==> src/rtl/ssm_pkg.sv <==
// Constants and types shared by the safety signal mapper
package ssm_pkg;
    // Register byte offsets on the APB
    localparam logic [7:0] CTRL_OFFSET = 8'h00;
    localparam logic [7:0] MIN_PULSE_OFFSET = 8'h04;
    localparam logic [7:0] STATUS_OFFSET = 8'h08;
    localparam logic [7:0] BUS_WORD_OFFSET = 8'h0c;

    // Control register fields
    localparam int CTRL_CFG_LSB = 0;
    localparam int CTRL_CFG_MSB = 1;

    // Status register fields
    localparam int STATUS_ERR_BIT = 0;
    localparam int STATUS_LOCK_BIT = 1;
    localparam int STATUS_MODE_BIT = 2;
    localparam int STATUS_ENABLE_BIT = 3;
    localparam int STATUS_STOP_BIT = 4;
    localparam int STATUS_BRAKE_BIT = 5;
    localparam int STATUS_HOME_BIT = 6;
    localparam int STATUS_SEL_LSB = 8;
    localparam int STATUS_SEL_MSB = 15;

    // Safety bus control word bit positions
    localparam int BUS_MODE_BIT = 0;
    localparam int BUS_STOP_BIT = 1;
    localparam int BUS_ENABLE_BIT = 2;
    localparam int BUS_CODE_LSB = 3;
    localparam int BUS_CODE_MSB = 5;
    localparam int BUS_BRAKE_BIT = 6;

    // Safe cam status bit positions
    localparam int CAM_LOAD_BIT = 0;
    localparam int CAM_EQUIP_BIT = 1;

    // Active configuration, Gray coded
    typedef enum logic [1:0] {
        SSM_CFG_A = 2'b00,
        SSM_CFG_B = 2'b01,
        SSM_CFG_C = 2'b11
    } ssm_cfg_t;

    // Values after reset
    localparam logic [1:0] CTRL_RESET = 2'b00;
    localparam logic [31:0] MIN_PULSE_RESET = 32'h0000_0019;

    // Start pulse longest duration and its cycle count
    localparam longint CLK_HZ = 25_000_000;
    localparam longint MAX_PULSE_S = 30;
    localparam longint MAX_PULSE_CYCLES = MAX_PULSE_S * CLK_HZ;
    localparam int PULSE_CNT_W = 30;
endpackage : ssm_pkg

==> src/rtl/ssm_mapper.sv <==
// Safety signal mapper: routes safe inputs and bus control bits to drive commands
//
// The implementer's own choices: the address map and the APB slave port.
`timescale 1ns/1ns
module ssm_mapper #(
    parameter int unsigned MAX_PULSE_CYCLES = 32'(ssm_pkg::MAX_PULSE_CYCLES)
) (
    // Clock and reset
    input wire logic pclk,
    input wire logic presetn,
    // APB slave
    input wire logic psel,
    input wire logic penable,
    input wire logic pwrite,
    input wire logic [7:0] paddr,
    input wire logic [31:0] pwdata,
    output logic [31:0] prdata,
    output logic pready,
    output logic pslverr,
    // Safe and functional inputs from pins
    input wire logic mode_selector,
    input wire logic mode_switch,
    input wire logic stop_in_n,
    input wire logic restart_enable,
    input wire logic loading_selector,
    input wire logic equipping_selector,
    input wire logic [1:0] safe_cam_bits,
    input wire logic home_switch,
    input wire logic [7:0] bus_control_word,
    // Drive state machine commands
    output logic mode_selection_signal,
    output logic enabling_control_signal,
    output logic emergency_stop_signal_n,
    output logic [7:0] special_mode_select,
    output logic brake_release,
    output logic homing_reference,
    output logic input_error
);
    // Two-flop synchronisers for every pin input
    localparam int PIN_W = 17;
    logic [PIN_W-1:0] pins;
    logic [PIN_W-1:0] pin_meta_reg;
    logic [PIN_W-1:0] pin_sync_reg;

    assign pins = {bus_control_word, home_switch, safe_cam_bits, equipping_selector,
                   loading_selector, restart_enable, stop_in_n, mode_switch, mode_selector};

    always_ff @(posedge pclk or negedge presetn)
    begin
        if (!presetn)
        begin
            pin_meta_reg <= '0;
            pin_sync_reg <= '0;
        end
        else
        begin
            pin_meta_reg <= pins;
            pin_sync_reg <= pin_meta_reg;
        end
    end

    // Synchronised input names
    logic s_mode;
    logic s_switch;
    logic s_stop_n;
    logic s_start;
    logic s_load;
    logic s_equip;
    logic [1:0] s_cam;
    logic s_home;
    logic [7:0] s_bus;

    assign s_mode = pin_sync_reg[0];
    assign s_switch = pin_sync_reg[1];
    assign s_stop_n = pin_sync_reg[2];
    assign s_start = pin_sync_reg[3];
    assign s_load = pin_sync_reg[4];
    assign s_equip = pin_sync_reg[5];
    assign s_cam = pin_sync_reg[7:6];
    assign s_home = pin_sync_reg[8];
    assign s_bus = pin_sync_reg[16:9];

    // Software-visible state
    ssm_pkg::ssm_cfg_t cfg_reg;
    logic [31:0] min_pulse_reg;
    logic err_reg;
    logic lock_reg;

    // APB handshake: one wait state, access completes when pready is high
    logic apb_access;
    logic apb_done;
    logic pready_next;
    logic addr_ok;
    logic [31:0] rdata_next;

    assign apb_access = psel & penable;
    assign apb_done = apb_access & pready;
    assign pready_next = apb_access & ~pready;

    // Address decode and read mux
    always_comb
    begin
        addr_ok = 1'b1;
        rdata_next = 32'h0000_0000;
        if (paddr == ssm_pkg::CTRL_OFFSET)
        begin
            rdata_next[ssm_pkg::CTRL_CFG_MSB:ssm_pkg::CTRL_CFG_LSB] = cfg_reg;
        end
        else if (paddr == ssm_pkg::MIN_PULSE_OFFSET)
        begin
            rdata_next = min_pulse_reg;
        end
        else if (paddr == ssm_pkg::STATUS_OFFSET)
        begin
            rdata_next[ssm_pkg::STATUS_ERR_BIT] = err_reg;
            rdata_next[ssm_pkg::STATUS_LOCK_BIT] = lock_reg;
            rdata_next[ssm_pkg::STATUS_MODE_BIT] = mode_selection_signal;
            rdata_next[ssm_pkg::STATUS_ENABLE_BIT] = enabling_control_signal;
            rdata_next[ssm_pkg::STATUS_STOP_BIT] = emergency_stop_signal_n;
            rdata_next[ssm_pkg::STATUS_BRAKE_BIT] = brake_release;
            rdata_next[ssm_pkg::STATUS_HOME_BIT] = homing_reference;
            rdata_next[ssm_pkg::STATUS_SEL_MSB:ssm_pkg::STATUS_SEL_LSB] = special_mode_select;
        end
        else if (paddr == ssm_pkg::BUS_WORD_OFFSET)
        begin
            rdata_next[7:0] = s_bus;
        end
        else
        begin
            addr_ok = 1'b0;
        end
    end

    // APB answer registers
    always_ff @(posedge pclk or negedge presetn)
    begin
        if (!presetn)
        begin
            pready <= 1'b0;
            prdata <= 32'h0000_0000;
            pslverr <= 1'b0;
        end
        else
        begin
            pready <= pready_next;
            prdata <= (pready_next && !pwrite) ? rdata_next : 32'h0000_0000;
            pslverr <= pready_next & ~addr_ok;
        end
    end

    // Configuration select, written only with a valid code
    always_ff @(posedge pclk or negedge presetn)
    begin
        if (!presetn)
        begin
            cfg_reg <= ssm_pkg::ssm_cfg_t'(ssm_pkg::CTRL_RESET);
        end
        else if (apb_done && pwrite && paddr == ssm_pkg::CTRL_OFFSET)
        begin
            if (pwdata[1:0] == ssm_pkg::SSM_CFG_A || pwdata[1:0] == ssm_pkg::SSM_CFG_B ||
                pwdata[1:0] == ssm_pkg::SSM_CFG_C)
            begin
                cfg_reg <= ssm_pkg::ssm_cfg_t'(pwdata[1:0]);
            end
        end
    end

    // Minimum start pulse duration in clock cycles
    always_ff @(posedge pclk or negedge presetn)
    begin
        if (!presetn)
        begin
            min_pulse_reg <= ssm_pkg::MIN_PULSE_RESET;
        end
        else if (apb_done && pwrite && paddr == ssm_pkg::MIN_PULSE_OFFSET)
        begin
            min_pulse_reg <= pwdata;
        end
    end

    // Start input edge and pulse length tracking
    logic start_prev_reg;
    logic start_fall;
    logic [ssm_pkg::PULSE_CNT_W-1:0] pulse_cnt_reg;
    localparam logic [ssm_pkg::PULSE_CNT_W-1:0] PULSE_LIMIT =
        ssm_pkg::PULSE_CNT_W'(MAX_PULSE_CYCLES);

    assign start_fall = start_prev_reg & ~s_start;

    always_ff @(posedge pclk or negedge presetn)
    begin
        if (!presetn)
        begin
            start_prev_reg <= 1'b0;
            pulse_cnt_reg <= '0;
        end
        else
        begin
            start_prev_reg <= s_start;
            if (!s_start)
            begin
                pulse_cnt_reg <= '0;
            end
            else if (pulse_cnt_reg != PULSE_LIMIT)
            begin
                pulse_cnt_reg <= pulse_cnt_reg + 1'b1;
            end
        end
    end

    // Input error on short or overlong start pulse; set wins over write-1 clear
    logic err_short;
    logic err_long;
    logic err_set;
    logic err_clr;

    assign err_short = start_fall && (32'(pulse_cnt_reg) < min_pulse_reg);
    assign err_long = s_start && (pulse_cnt_reg == PULSE_LIMIT - 1'b1);
    assign err_set = err_short | err_long;
    assign err_clr = apb_done && pwrite && paddr == ssm_pkg::STATUS_OFFSET &&
                     pwdata[ssm_pkg::STATUS_ERR_BIT];

    always_ff @(posedge pclk or negedge presetn)
    begin
        if (!presetn)
        begin
            err_reg <= 1'b0;
        end
        else if (err_set)
        begin
            err_reg <= 1'b1;
        end
        else if (err_clr)
        begin
            err_reg <= 1'b0;
        end
    end

    // Restart lockout fed by local stop AND bus stop bit
    logic and_result;

    assign and_result = s_stop_n & s_bus[ssm_pkg::BUS_STOP_BIT];

    always_ff @(posedge pclk or negedge presetn)
    begin
        if (!presetn)
        begin
            lock_reg <= 1'b0;
        end
        else if (!and_result)
        begin
            lock_reg <= 1'b0;
        end
        else if (start_fall)
        begin
            lock_reg <= 1'b1;
        end
    end

    // Binary-to-bit decoder, one select per code value
    logic [2:0] mode_code;
    logic [7:0] decoded;

    assign mode_code = s_bus[ssm_pkg::BUS_CODE_MSB:ssm_pkg::BUS_CODE_LSB];

    for (genvar i = 0; i < 8; i++)
    begin : g_decode
        assign decoded[i] = (mode_code == 3'(i));
    end

    // Output next values per configuration
    logic mode_next;
    logic enable_next;
    logic stop_next;
    logic [7:0] sel_next;
    logic brake_next;
    logic home_next;

    always_comb
    begin
        mode_next = s_mode;
        enable_next = ~s_mode;
        stop_next = s_stop_n;
        sel_next = 8'h00;
        brake_next = 1'b0;
        home_next = 1'b0;
        case (cfg_reg)
            ssm_pkg::SSM_CFG_A:
            begin
                sel_next[0] = s_switch;
                sel_next[1] = ~s_switch;
            end
            ssm_pkg::SSM_CFG_B:
            begin
                mode_next = s_bus[ssm_pkg::BUS_MODE_BIT];
                enable_next = s_bus[ssm_pkg::BUS_ENABLE_BIT];
                stop_next = lock_reg & and_result;
                sel_next = decoded;
                brake_next = s_bus[ssm_pkg::BUS_BRAKE_BIT];
            end
            ssm_pkg::SSM_CFG_C:
            begin
                sel_next[0] = s_load & s_cam[ssm_pkg::CAM_LOAD_BIT];
                sel_next[1] = s_equip & s_cam[ssm_pkg::CAM_EQUIP_BIT];
                home_next = s_home;
            end
            default:
            begin
                sel_next = 8'h00;
            end
        endcase
    end

    // Registered outputs with safe reset state
    always_ff @(posedge pclk or negedge presetn)
    begin
        if (!presetn)
        begin
            mode_selection_signal <= 1'b0;
            enabling_control_signal <= 1'b0;
            emergency_stop_signal_n <= 1'b0;
            special_mode_select <= 8'h00;
            brake_release <= 1'b0;
            homing_reference <= 1'b0;
            input_error <= 1'b0;
        end
        else
        begin
            mode_selection_signal <= mode_next;
            enabling_control_signal <= enable_next;
            emergency_stop_signal_n <= stop_next;
            special_mode_select <= sel_next;
            brake_release <= brake_next;
            homing_reference <= home_next;
            input_error <= err_set | (err_reg & ~err_clr);
        end
    end
endmodule : ssm_mapper

==> config.mk <==
export PLATFORM = sky130hd
export DESIGN_NAME = ssm_mapper
export DESIGN_NICKNAME = d
export VERILOG_FILES = /design/src/rtl/ssm_pkg.sv /design/src/rtl/ssm_mapper.sv
export SDC_FILE = /design/constraint.sdc
export NUM_CORES = 1
export LEC_CHECK = 0
export BUFFER_PORTS_ARGS = -buffer_cell sky130_fd_sc_hd__buf_2
export CAP_MARGIN = 20
export CORE_MARGIN = 3
export CORE_UTILIZATION = 32
export DETAILED_ROUTE_END_ITERATION = 10
export GPL_TIMING_DRIVEN = 0
export SLEW_MARGIN = 20
export SYNTH_ARGS = -nofsm -noshare
export SYNTH_HDL_FRONTEND = slang
export SYNTH_SLANG_ARGS = --single-unit
export TNS_END_PERCENT = 20
==> constraint.sdc <==
create_clock -name pclk -period 5.5 [get_ports pclk]
set_clock_uncertainty 0.15 [all_clocks]
set_input_delay 0.55 -clock pclk [delete_from_list [all_inputs] [get_ports pclk]]
set_output_delay 0.55 -clock pclk [all_outputs]
set_load 0.01 [all_outputs]
==> impl_metrics.yaml, run 1 <==
route:
  vias: 4696
  drt_iter0_markers: 361
  final_antenna_net_count: 0
  remaining_drc_errors: 0
  viasPerCell: 4.89
  routedWlPerCell_um: 15.6
  routed_wl_um: 15000
  drt_first_pass_iters: 5
yosys:
  yosys_register_bits: 149
  synth_top_flop_cell: "dfrtp_1"
  avgSynthCellArea_um2: 11.7
  synth_edf_count: 0
  synth_warnings: 0
  netlist_instances: 553
  syn-cell-area_um2: 6440
  yosysSeqAreaShare: 0.579
  synth.distinct_cells: 57
  syn_nets: 646
  async_flop_share: 1.00
placement:
  port_buffers: 109
  place_area_um2: 7360
  post-place-ws_ns: 2.89
  globalplace.congestion: 0.800
  dp_cells: 928
  place_hpwl_um: 11100
finish:
  layout.cells.non_filler: 961
  multi_input_area_um2: 2450
  nNetsFinal: 776
  fill_cells: 1947
  design_area_um2: 7950
  layout_common_cells: "dfrtp_1, buf_2, nor2_1"
  postLayoutCoreUtil: 0.405
  diodes: 0
  seq_area_um2: 3730
  layout_commonest_cell: "dfrtp_1"
  synthToLayoutAreaGrowth_pct: 23.4
  drive_above_1_share: 0.279
cts:
  cts_htree_levels: 4
  clk_pin_slew_ns: 0.07
  clock_latency_ns: 0.43
  hold_buffers: 1
  cts_inserted_buffers: 17
  cts_buffer_depth: 2
  ctsResizeCount: 0
  root_buffer: "clkbuf_16"
  cts_tree: "built"
  post_cts_buffers: 0
  cts_sinks: 149
worst_setup_path:
  worst-path-max-fanout: 10
  critPathLaunchType: "input pin"
  criticalPathCategory: "input pin to flip-flop"
  rr_startpoint: "pulse_cnt_reg[8]"
  required_ns: 5.66
  cp-end-kind: "flip-flop"
  cp-startpoint: "paddr[1]"
  worstPathArrival_ns: 2.37
global_routing:
  antenna_found_initial: 1
  grt_pass1_wl_um: 24600
  grt_max_degree: 79
  grt_pass1_vias: 4651
  grt-ovfl-total: 0
  grtUsageTotal: 0.143
sta:
  tns_ns: 0
  final_max_slew_viol_count: 0
  worst_pin_slew_ns: 0.650
  hold_viol_final: 0
  fin_crit_sh: 0.401
  setup_ws_ns: 3.29
  finalCriticalPeriod_ns: 2.21
  max_freq_ghz: 0.453
  setup_violations: 0
  max-slew-margin-rel: 0.566
  rsz0062_at_grt: "no"
die:
  num_rows: 51
  core_um2: 19700
  start_util: 0.328
  die_y_um: 148
  die_w_um: 148
  io_pins: 110
  die_area_um2: 21900
worst_hold_path:
  holdCritStartpoint: "bus_control_word[6]"
  hold_path_class: "input pin to flip-flop"
power_and_ir_drop:
  power_density_nw_per_um2: 298
  p_leak_nw: 3.75
  vdd_drop_max_v: 0.000235
flow_run:
  max_cap_viol_count: 0
outcome:
  status: "complete, no violations"
-- routing by layer --
| layer | vias to the layer above | track usage | share of wire |
|---|---|---|---|
| li1 | 2224 | - | - |
| met1 | 2324 | 0.196 | 0.45 |
| met2 | 132 | 0.225 | 0.48 |
| met3 | 16 | 0.0362 | 0.057 |
| met4 | 0 | 0.0462 | 0.015 |
| met5 | - | 0 | 0 |
-- worst max-delay path, stage by stage --
cell and delay (ns):
buf_2 0.13, nor2_1 0.18, nand3_1 0.39, nor2_4 0.37, nand2_2 0.16, buf_2 0.25
mux2_1 0.34
-- synth_stat cells, types with 3 or more instances --
cell type | count | area [um^2]
buf_2 | 8 | 40.0
ha_1 | 31 | 388
inv_1 | 36 | 135
nand2b_1 | 7 | 43.8
clkbuf_1 | 11 | 41.3
nor4_1 | 22 | 138
a22oi_1 | 8 | 60.1
and3_1 | 12 | 75.1
xor2_1 | 10 | 87.6
buf_6 | 3 | 33.8
nand2_1 | 31 | 116
and2_1 | 5 | 31.3
a21oi_1 | 23 | 115
dfstp_2 | 3 | 78.8
mux2_2 | 30 | 338
o21a_1 | 4 | 30.0
nand4_1 | 12 | 75.1
a222oi_1 | 7 | 70.1
dfrtp_1 | 146 | 3650
o21ai_0 | 11 | 55.1
xnor2_1 | 10 | 87.6
or3_1 | 8 | 50.1
nor3_1 | 8 | 40.0
nor2_1 | 48 | 180
nand3_1 | 10 | 50.1
o31ai_1 | 4 | 30.0
and4_1 | 6 | 52.6
-- power breakdown --
group	switching [W]	internal (W)	total (W)
registers	0.0000127	0.00111	0.00113
logic	0.0000568	0.0000353	0.0000921
clock network	0.000510	0.000644	0.00115
total	0.000580	0.00179	0.00237
-- path summary, 6_finish.rpt --
path	to	slack [ns]	cells after the start
min	pin_meta_reg[15]	0.07	1
max reg2reg	pulse_cnt_reg[27]	3.33	6
max	min_pulse_reg[24]	3.29	7
max in group asynchronous	prdata[30]	3.90	3
min reg2reg	pin_sync_reg[2]	0.20	0
min in group asynchronous	pin_meta_reg[1]	0.54	2
-- cell families (layout without fill, tap and decap cells) --
logic type	after synthesis	count (layout)	synth area share
AOI/OAI and AO/OA	73	73	0.0759
xor gates and xnor gates	20	20	0.0272
adders and majority gates	31	31	0.0602
buffers and inverters	60	203	0.0406
DFF	149	149	0.579
muxes	33	33	0.0575
and+or+nand+nor	187	187	0.160
-- stage by stage --
stage               power, W  hold slack [ns]
finish               0.00237           0.0710
global route         0.00246           0.0535
CTS                  0.00240           0.0533
detailed placement   0.00124            0.185
global placement     0.00124            0.181
floorplan            0.00117            0.104
-- cell type report --
| class | count | area share |
|---|---|---|
| Tap cell | 265 | 0.0417 |
| Multi-Input combinational cell | 344 | 0.308 |
| Sequential cell | 149 | 0.469 |
| Clock inverter | 15 | 0.0200 |
| Clock buffer | 17 | 0.0535 |
| Buffer | 24 | 0.0159 |
| Inverter | 36 | 0.0170 |
| Timing Repair Buffer | 111 | 0.0746 |
Note: power is estimated with default switching activity, not from simulation.
==> run 2, diff against run 1 <==
Clock period 5.5 ns to 2.2 ns, I/O delays scaled along.
==> impl_metrics.yaml, run 2 (synthesized netlist as in run 1, its figures left out) <==
sta:
  setup_violations: 0
  max_freq_ghz: 0.475
  final_max_slew_viol_count: 0
  finalCriticalPeriod_ns: 2.11
  worst_pin_slew_ns: 0.584
  hold_viol_final: 0
  max-slew-margin-rel: 0.611
  fin_crit_sh: 0.958
  rsz0062_at_grt: "yes"
worst_setup_path:
  cp-end-kind: "flip-flop"
  slowest_stage: "nor4_1"
  critPathLaunchType: "flip-flop"
  cpPeakStageDelay_ns: 0.47
  criticalPathCategory: "flip-flop to flip-flop"
  worst-path-max-fanout: 9
  rr_startpoint: "pulse_cnt_reg[1]"
  reg2reg_to: "pulse_cnt_reg[28]"
  r2r_cells: 5
  cp-startpoint: "pulse_cnt_reg[1]"
  required_ns: 2.35
  path_cells: "ha_1 > nand4_1 > nor4_1 > xnor2_1 > nor2_1"
  reg2reg_slack_ns: 0.09
  worstPathArrival_ns: 2.25
die:
  core_um2: 19700
  start_util: 0.328
  die_w_um: 148
  io_pins: 110
  num_rows: 51
  die_y_um: 148
  die_area_um2: 21900
cts:
  cts_inserted_buffers: 17
  cts_htree_levels: 4
  clock_latency_ns: 0.43
  root_buffer: "clkbuf_16"
  cts_sinks: 149
  cts_tree: "built"
  cts_buffer_depth: 2
  clk_pin_slew_ns: 0.06
route:
  vias: 4883
  drt_first_pass_iters: 7
  routedWlPerCell_um: 15.3
  drt_iter0_markers: 312
  viasPerCell: 4.81
  routed_wl_um: 15500
  remaining_drc_errors: 0
  final_antenna_net_count: 0
power_and_ir_drop:
  p_leak_nw: 3.97
  power_density_nw_per_um2: 706
  finalPower_w: 0.00601
  vdd_drop_max_v: 0.000588
global_routing:
  grtUsageTotal: 0.148
  antenna_found_initial: 1
  grt_max_degree: 79
  grt_pass1_wl_um: 25600
  grt_pass1_vias: 4970
  grt-ovfl-total: 0
worst_hold_path:
  hold_depth: 4
  holdCritStartpoint: "paddr[3]"
  hold_path_class: "input pin to flip-flop"
  hold_path_end: "cfg_reg[1]"
finish:
  layout_common_cells: "dfrtp_1, buf_2, dlygate4sd3_1"
  layout.cells.non_filler: 1015
  drive_above_1_share: 0.269
  synthToLayoutAreaGrowth_pct: 32.0
  nNetsFinal: 830
  postLayoutCoreUtil: 0.433
  diodes: 0
  fill_cells: 1899
  layout_commonest_cell: "dfrtp_1"
placement:
  port_buffers: 109
  globalplace.congestion: 0.800
  place_hpwl_um: 11100
  dp_cells: 928
flow_run:
  max_cap_viol_count: 0
outcome:
  status: "complete, no violations"
## run 2: cell count changes in the layout (fill, tap and decap cells not counted), sizes merged
cell,before,now
dlygate4sd3,1,54
clkbuf,28,30
buf,123,122
## run 2: cell type report
class	count	area [um^2]	share of cell area
flip-flops and latches	149	3740	0.439
multi-input cells	344	2460	0.289
repair buffers	165	1130	0.133
clock buffers	17	425	0.0500
well taps	265	332	0.0390
clock inverters	15	159	0.0187
inverters	36	135	0.0159
plain buffers	24	131	0.0154
## run 2: metrics by stage
step | cell area, um^2 | hold WS, ns | setup TNS (ns) | setup slack [ns]
global route | 8510 | 0.125 | -0.0489 | -0.0404
finish | 8510 | 0.0961 | 0 | 0.0932
floorplan | 6440 | -0.226 | 0 | 0.258
detailed placement | 7360 | 0.0948 | -1.13 | -0.0815
global placement | 7320 | 0.177 | -209.63 | -1.43
CTS | 8480 | 0.0813 | 0 | 0.0137
## run 2: timing repair
action                                  in CTS  in global routing
endpoints found under the setup margin       0                  9
hold endpoints to repair                   126                  0
hold buffers                                54                  0
buffers inserted                             0                  1
gates resized for setup                      0                  9
## run 2: report_power, final
group	internal [W]	switching, W	total, W
logic	0.000149	0.000153	0.000302
clock network	0.00161	0.00128	0.00289
registers	0.00279	0.0000316	0.00282
## run 2: critical path, delay by kind of cell, from the launching register on
family | cells | cell delay [ns]
xor+xnor | 1 | 0.17
fa+ha+maj | 1 | 0.28
flops | 1 | 0.46
simple gates | 3 | 0.92
## run 2: worst max path at each step
stage	to	cells past startpoint
floorplan	prdata[6]	8
global placement	prdata[26]	1
detailed placement	min_pulse_reg[24]	7
CTS	pulse_cnt_reg[27]	6
global route	pulse_cnt_reg[26]	5
finish	pulse_cnt_reg[28]	5
## run 2: per-layer routing
layer	routed length, um	GRT usage
met4	259	0.0462
met3	722	0.0337
met5	0	0
met1	7100	0.200
met2	7430	0.239
==> run 3, diff against run 2 <==
Settings changed: CORE_UTILIZATION 32 to 30.
==> impl_metrics.yaml, run 3 (synthesized netlist as in run 1, its figures left out) <==
outcome:
  status: "complete, no violations"
power_and_ir_drop:
  vdd_drop_max_v: 0.000453
  p_leak_nw: 3.97
  power_density_nw_per_um2: 716
  finalPower_w: 0.00611
cts:
  clk_pin_slew_ns: 0.07
  cts_buffer_depth: 2
  cts_htree_levels: 4
  clock_latency_ns: 0.44
  cts_sinks: 149
  cts_tree: "built"
  root_buffer: "clkbuf_16"
  cts_inserted_buffers: 17
worst_hold_path:
  holdCritStartpoint: "paddr[3]"
  hold_path_class: "input pin to flip-flop"
global_routing:
  antenna_found_initial: 0
  grtUsageTotal: 0.139
  grt_pass1_wl_um: 25700
  grt-ovfl-total: 0
  grt_pass1_vias: 4837
  grt_max_degree: 80
worst_setup_path:
  crit_family: "buffers and inverters"
  rr_startpoint: "pulse_cnt_reg[19]"
  cp-startpoint: "penable"
  path_cells: "dlygate4sd3_1 > buf_2 > nand2_1 > or3_1 > clkbuf_1 > buf_1 > a21oi_1"
  worstPathArrival_ns: 2.22
  cpPeakStageDelay_ns: 0.59
  critPathLaunchType: "input pin"
  slowest_stage: "buf_1"
  crit_buf_inv: 4
  criticalPathCategory: "input pin to flip-flop"
  worst-path-max-fanout: 10
  cp-end-kind: "flip-flop"
  required_ns: 2.32
sta:
  fin_crit_sh: 0.954
  max-slew-margin-rel: 0.540
  setup_ws_ns: 0.100
  hold_viol_final: 0
  finalCriticalPeriod_ns: 2.10
  tns_ns: 0
  rsz0062_at_grt: "no"
  final_max_slew_viol_count: 0
  worst_pin_slew_ns: 0.690
  setup_violations: 0
  max_freq_ghz: 0.476
finish:
  layout_commonest_cell: "dfrtp_1"
  design_area_um2: 8530
  diodes: 0
  layout_common_cells: "dfrtp_1, buf_2, dlygate4sd3_1"
  fill_cells: 1977
  synthToLayoutAreaGrowth_pct: 32.4
  drive_above_1_share: 0.267
  postLayoutCoreUtil: 0.412
  nNetsFinal: 828
route:
  final_antenna_net_count: 0
  routedWlPerCell_um: 15.3
  vias: 4799
  drt_iter0_markers: 304
  viasPerCell: 4.71
  routed_wl_um: 15600
  remaining_drc_errors: 0
  drt_first_pass_iters: 5
placement:
  post-place-ws_ns: -0.107
  place_area_um2: 7370
  globalplace.congestion: 0.836
  port_buffers: 109
  place_hpwl_um: 11100
die:
  die_area_um2: 23300
  io_pins: 110
  die_w_um: 153
  die_y_um: 153
  start_util: 0.312
  core_um2: 20700
  num_rows: 52
flow_run:
  max_cap_viol_count: 0
## run 3: path summary, 6_finish.rpt
path / end / slack [ns] / cells past startpoint
worst min-delay path: cfg_reg[0] / 0.07 / 4
worst max-delay path: prdata[1] / 0.10 / 7
min in group asynchronous: pin_meta_reg[6] / 0.19 / 2
worst max register to register: pulse_cnt_reg[29] / 0.11 / 6
worst min register to register: pin_sync_reg[2] / 0.20 / 0
max in group asynchronous: pulse_cnt_reg[18] / 0.96 / 3
## run 3: repair_timing
action                     in CTS  in global routing
hold buffers                   54                  0
gates resized for setup         0                  7
setup buffers                   0                  0
setup endpoints to repair       0                  7
hold endpoints to repair      132                  0
## run 3: through the flow
step / std cells / hold WS (ns)
final: 1018 / 0.0724
after global routing: 1018 / 0.0776
after CTS: 1019 / 0.0608
after detailed placement: 933 / 0.0968
after global placement: 932 / 0.178
after floorplan: 553 / -0.226
## run 3: report_power, final
part	internal (W)	switching [W]	leakage, nW
Combinational	0.000149	0.000154	1.72
Sequential	0.00279	0.0000317	1.96
Clock	0.00163	0.00136	0.289
Total	0.00457	0.00154	3.97
## run 3: cell type report
| class | instances | area [um^2] | share of cell area |
|---|---|---|---|
| clock inverter | 15 | 184 | 0.0216 |
| tap | 270 | 338 | 0.0396 |
| buffer | 23 | 125 | 0.0147 |
| sequential | 149 | 3730 | 0.438 |
| multi-input combinational | 344 | 2470 | 0.289 |
| clock buffer | 17 | 425 | 0.0498 |
| inverter | 36 | 135 | 0.0158 |
| timing repair buffer | 164 | 1120 | 0.132 |
## run 3: worst reg2reg max path: stages (launching register included)
cell and delay (ns):
dfrtp_1 0.47, and4_1 0.22, buf_2 0.16, nand3_1 0.15
or3_1 0.42, or3_1 0.32, a21oi_1 0.14
## run 3: per-layer routing
metal  vias up  track usage  share of wire  wire length [um]
met4         0       0.0501          0.018               280
met1      2327        0.188           0.47              7290
met2       112        0.216           0.47              7340
li1       2336            -              -                 -
met3        24       0.0369          0.044               680
met5         -            0              0                 0
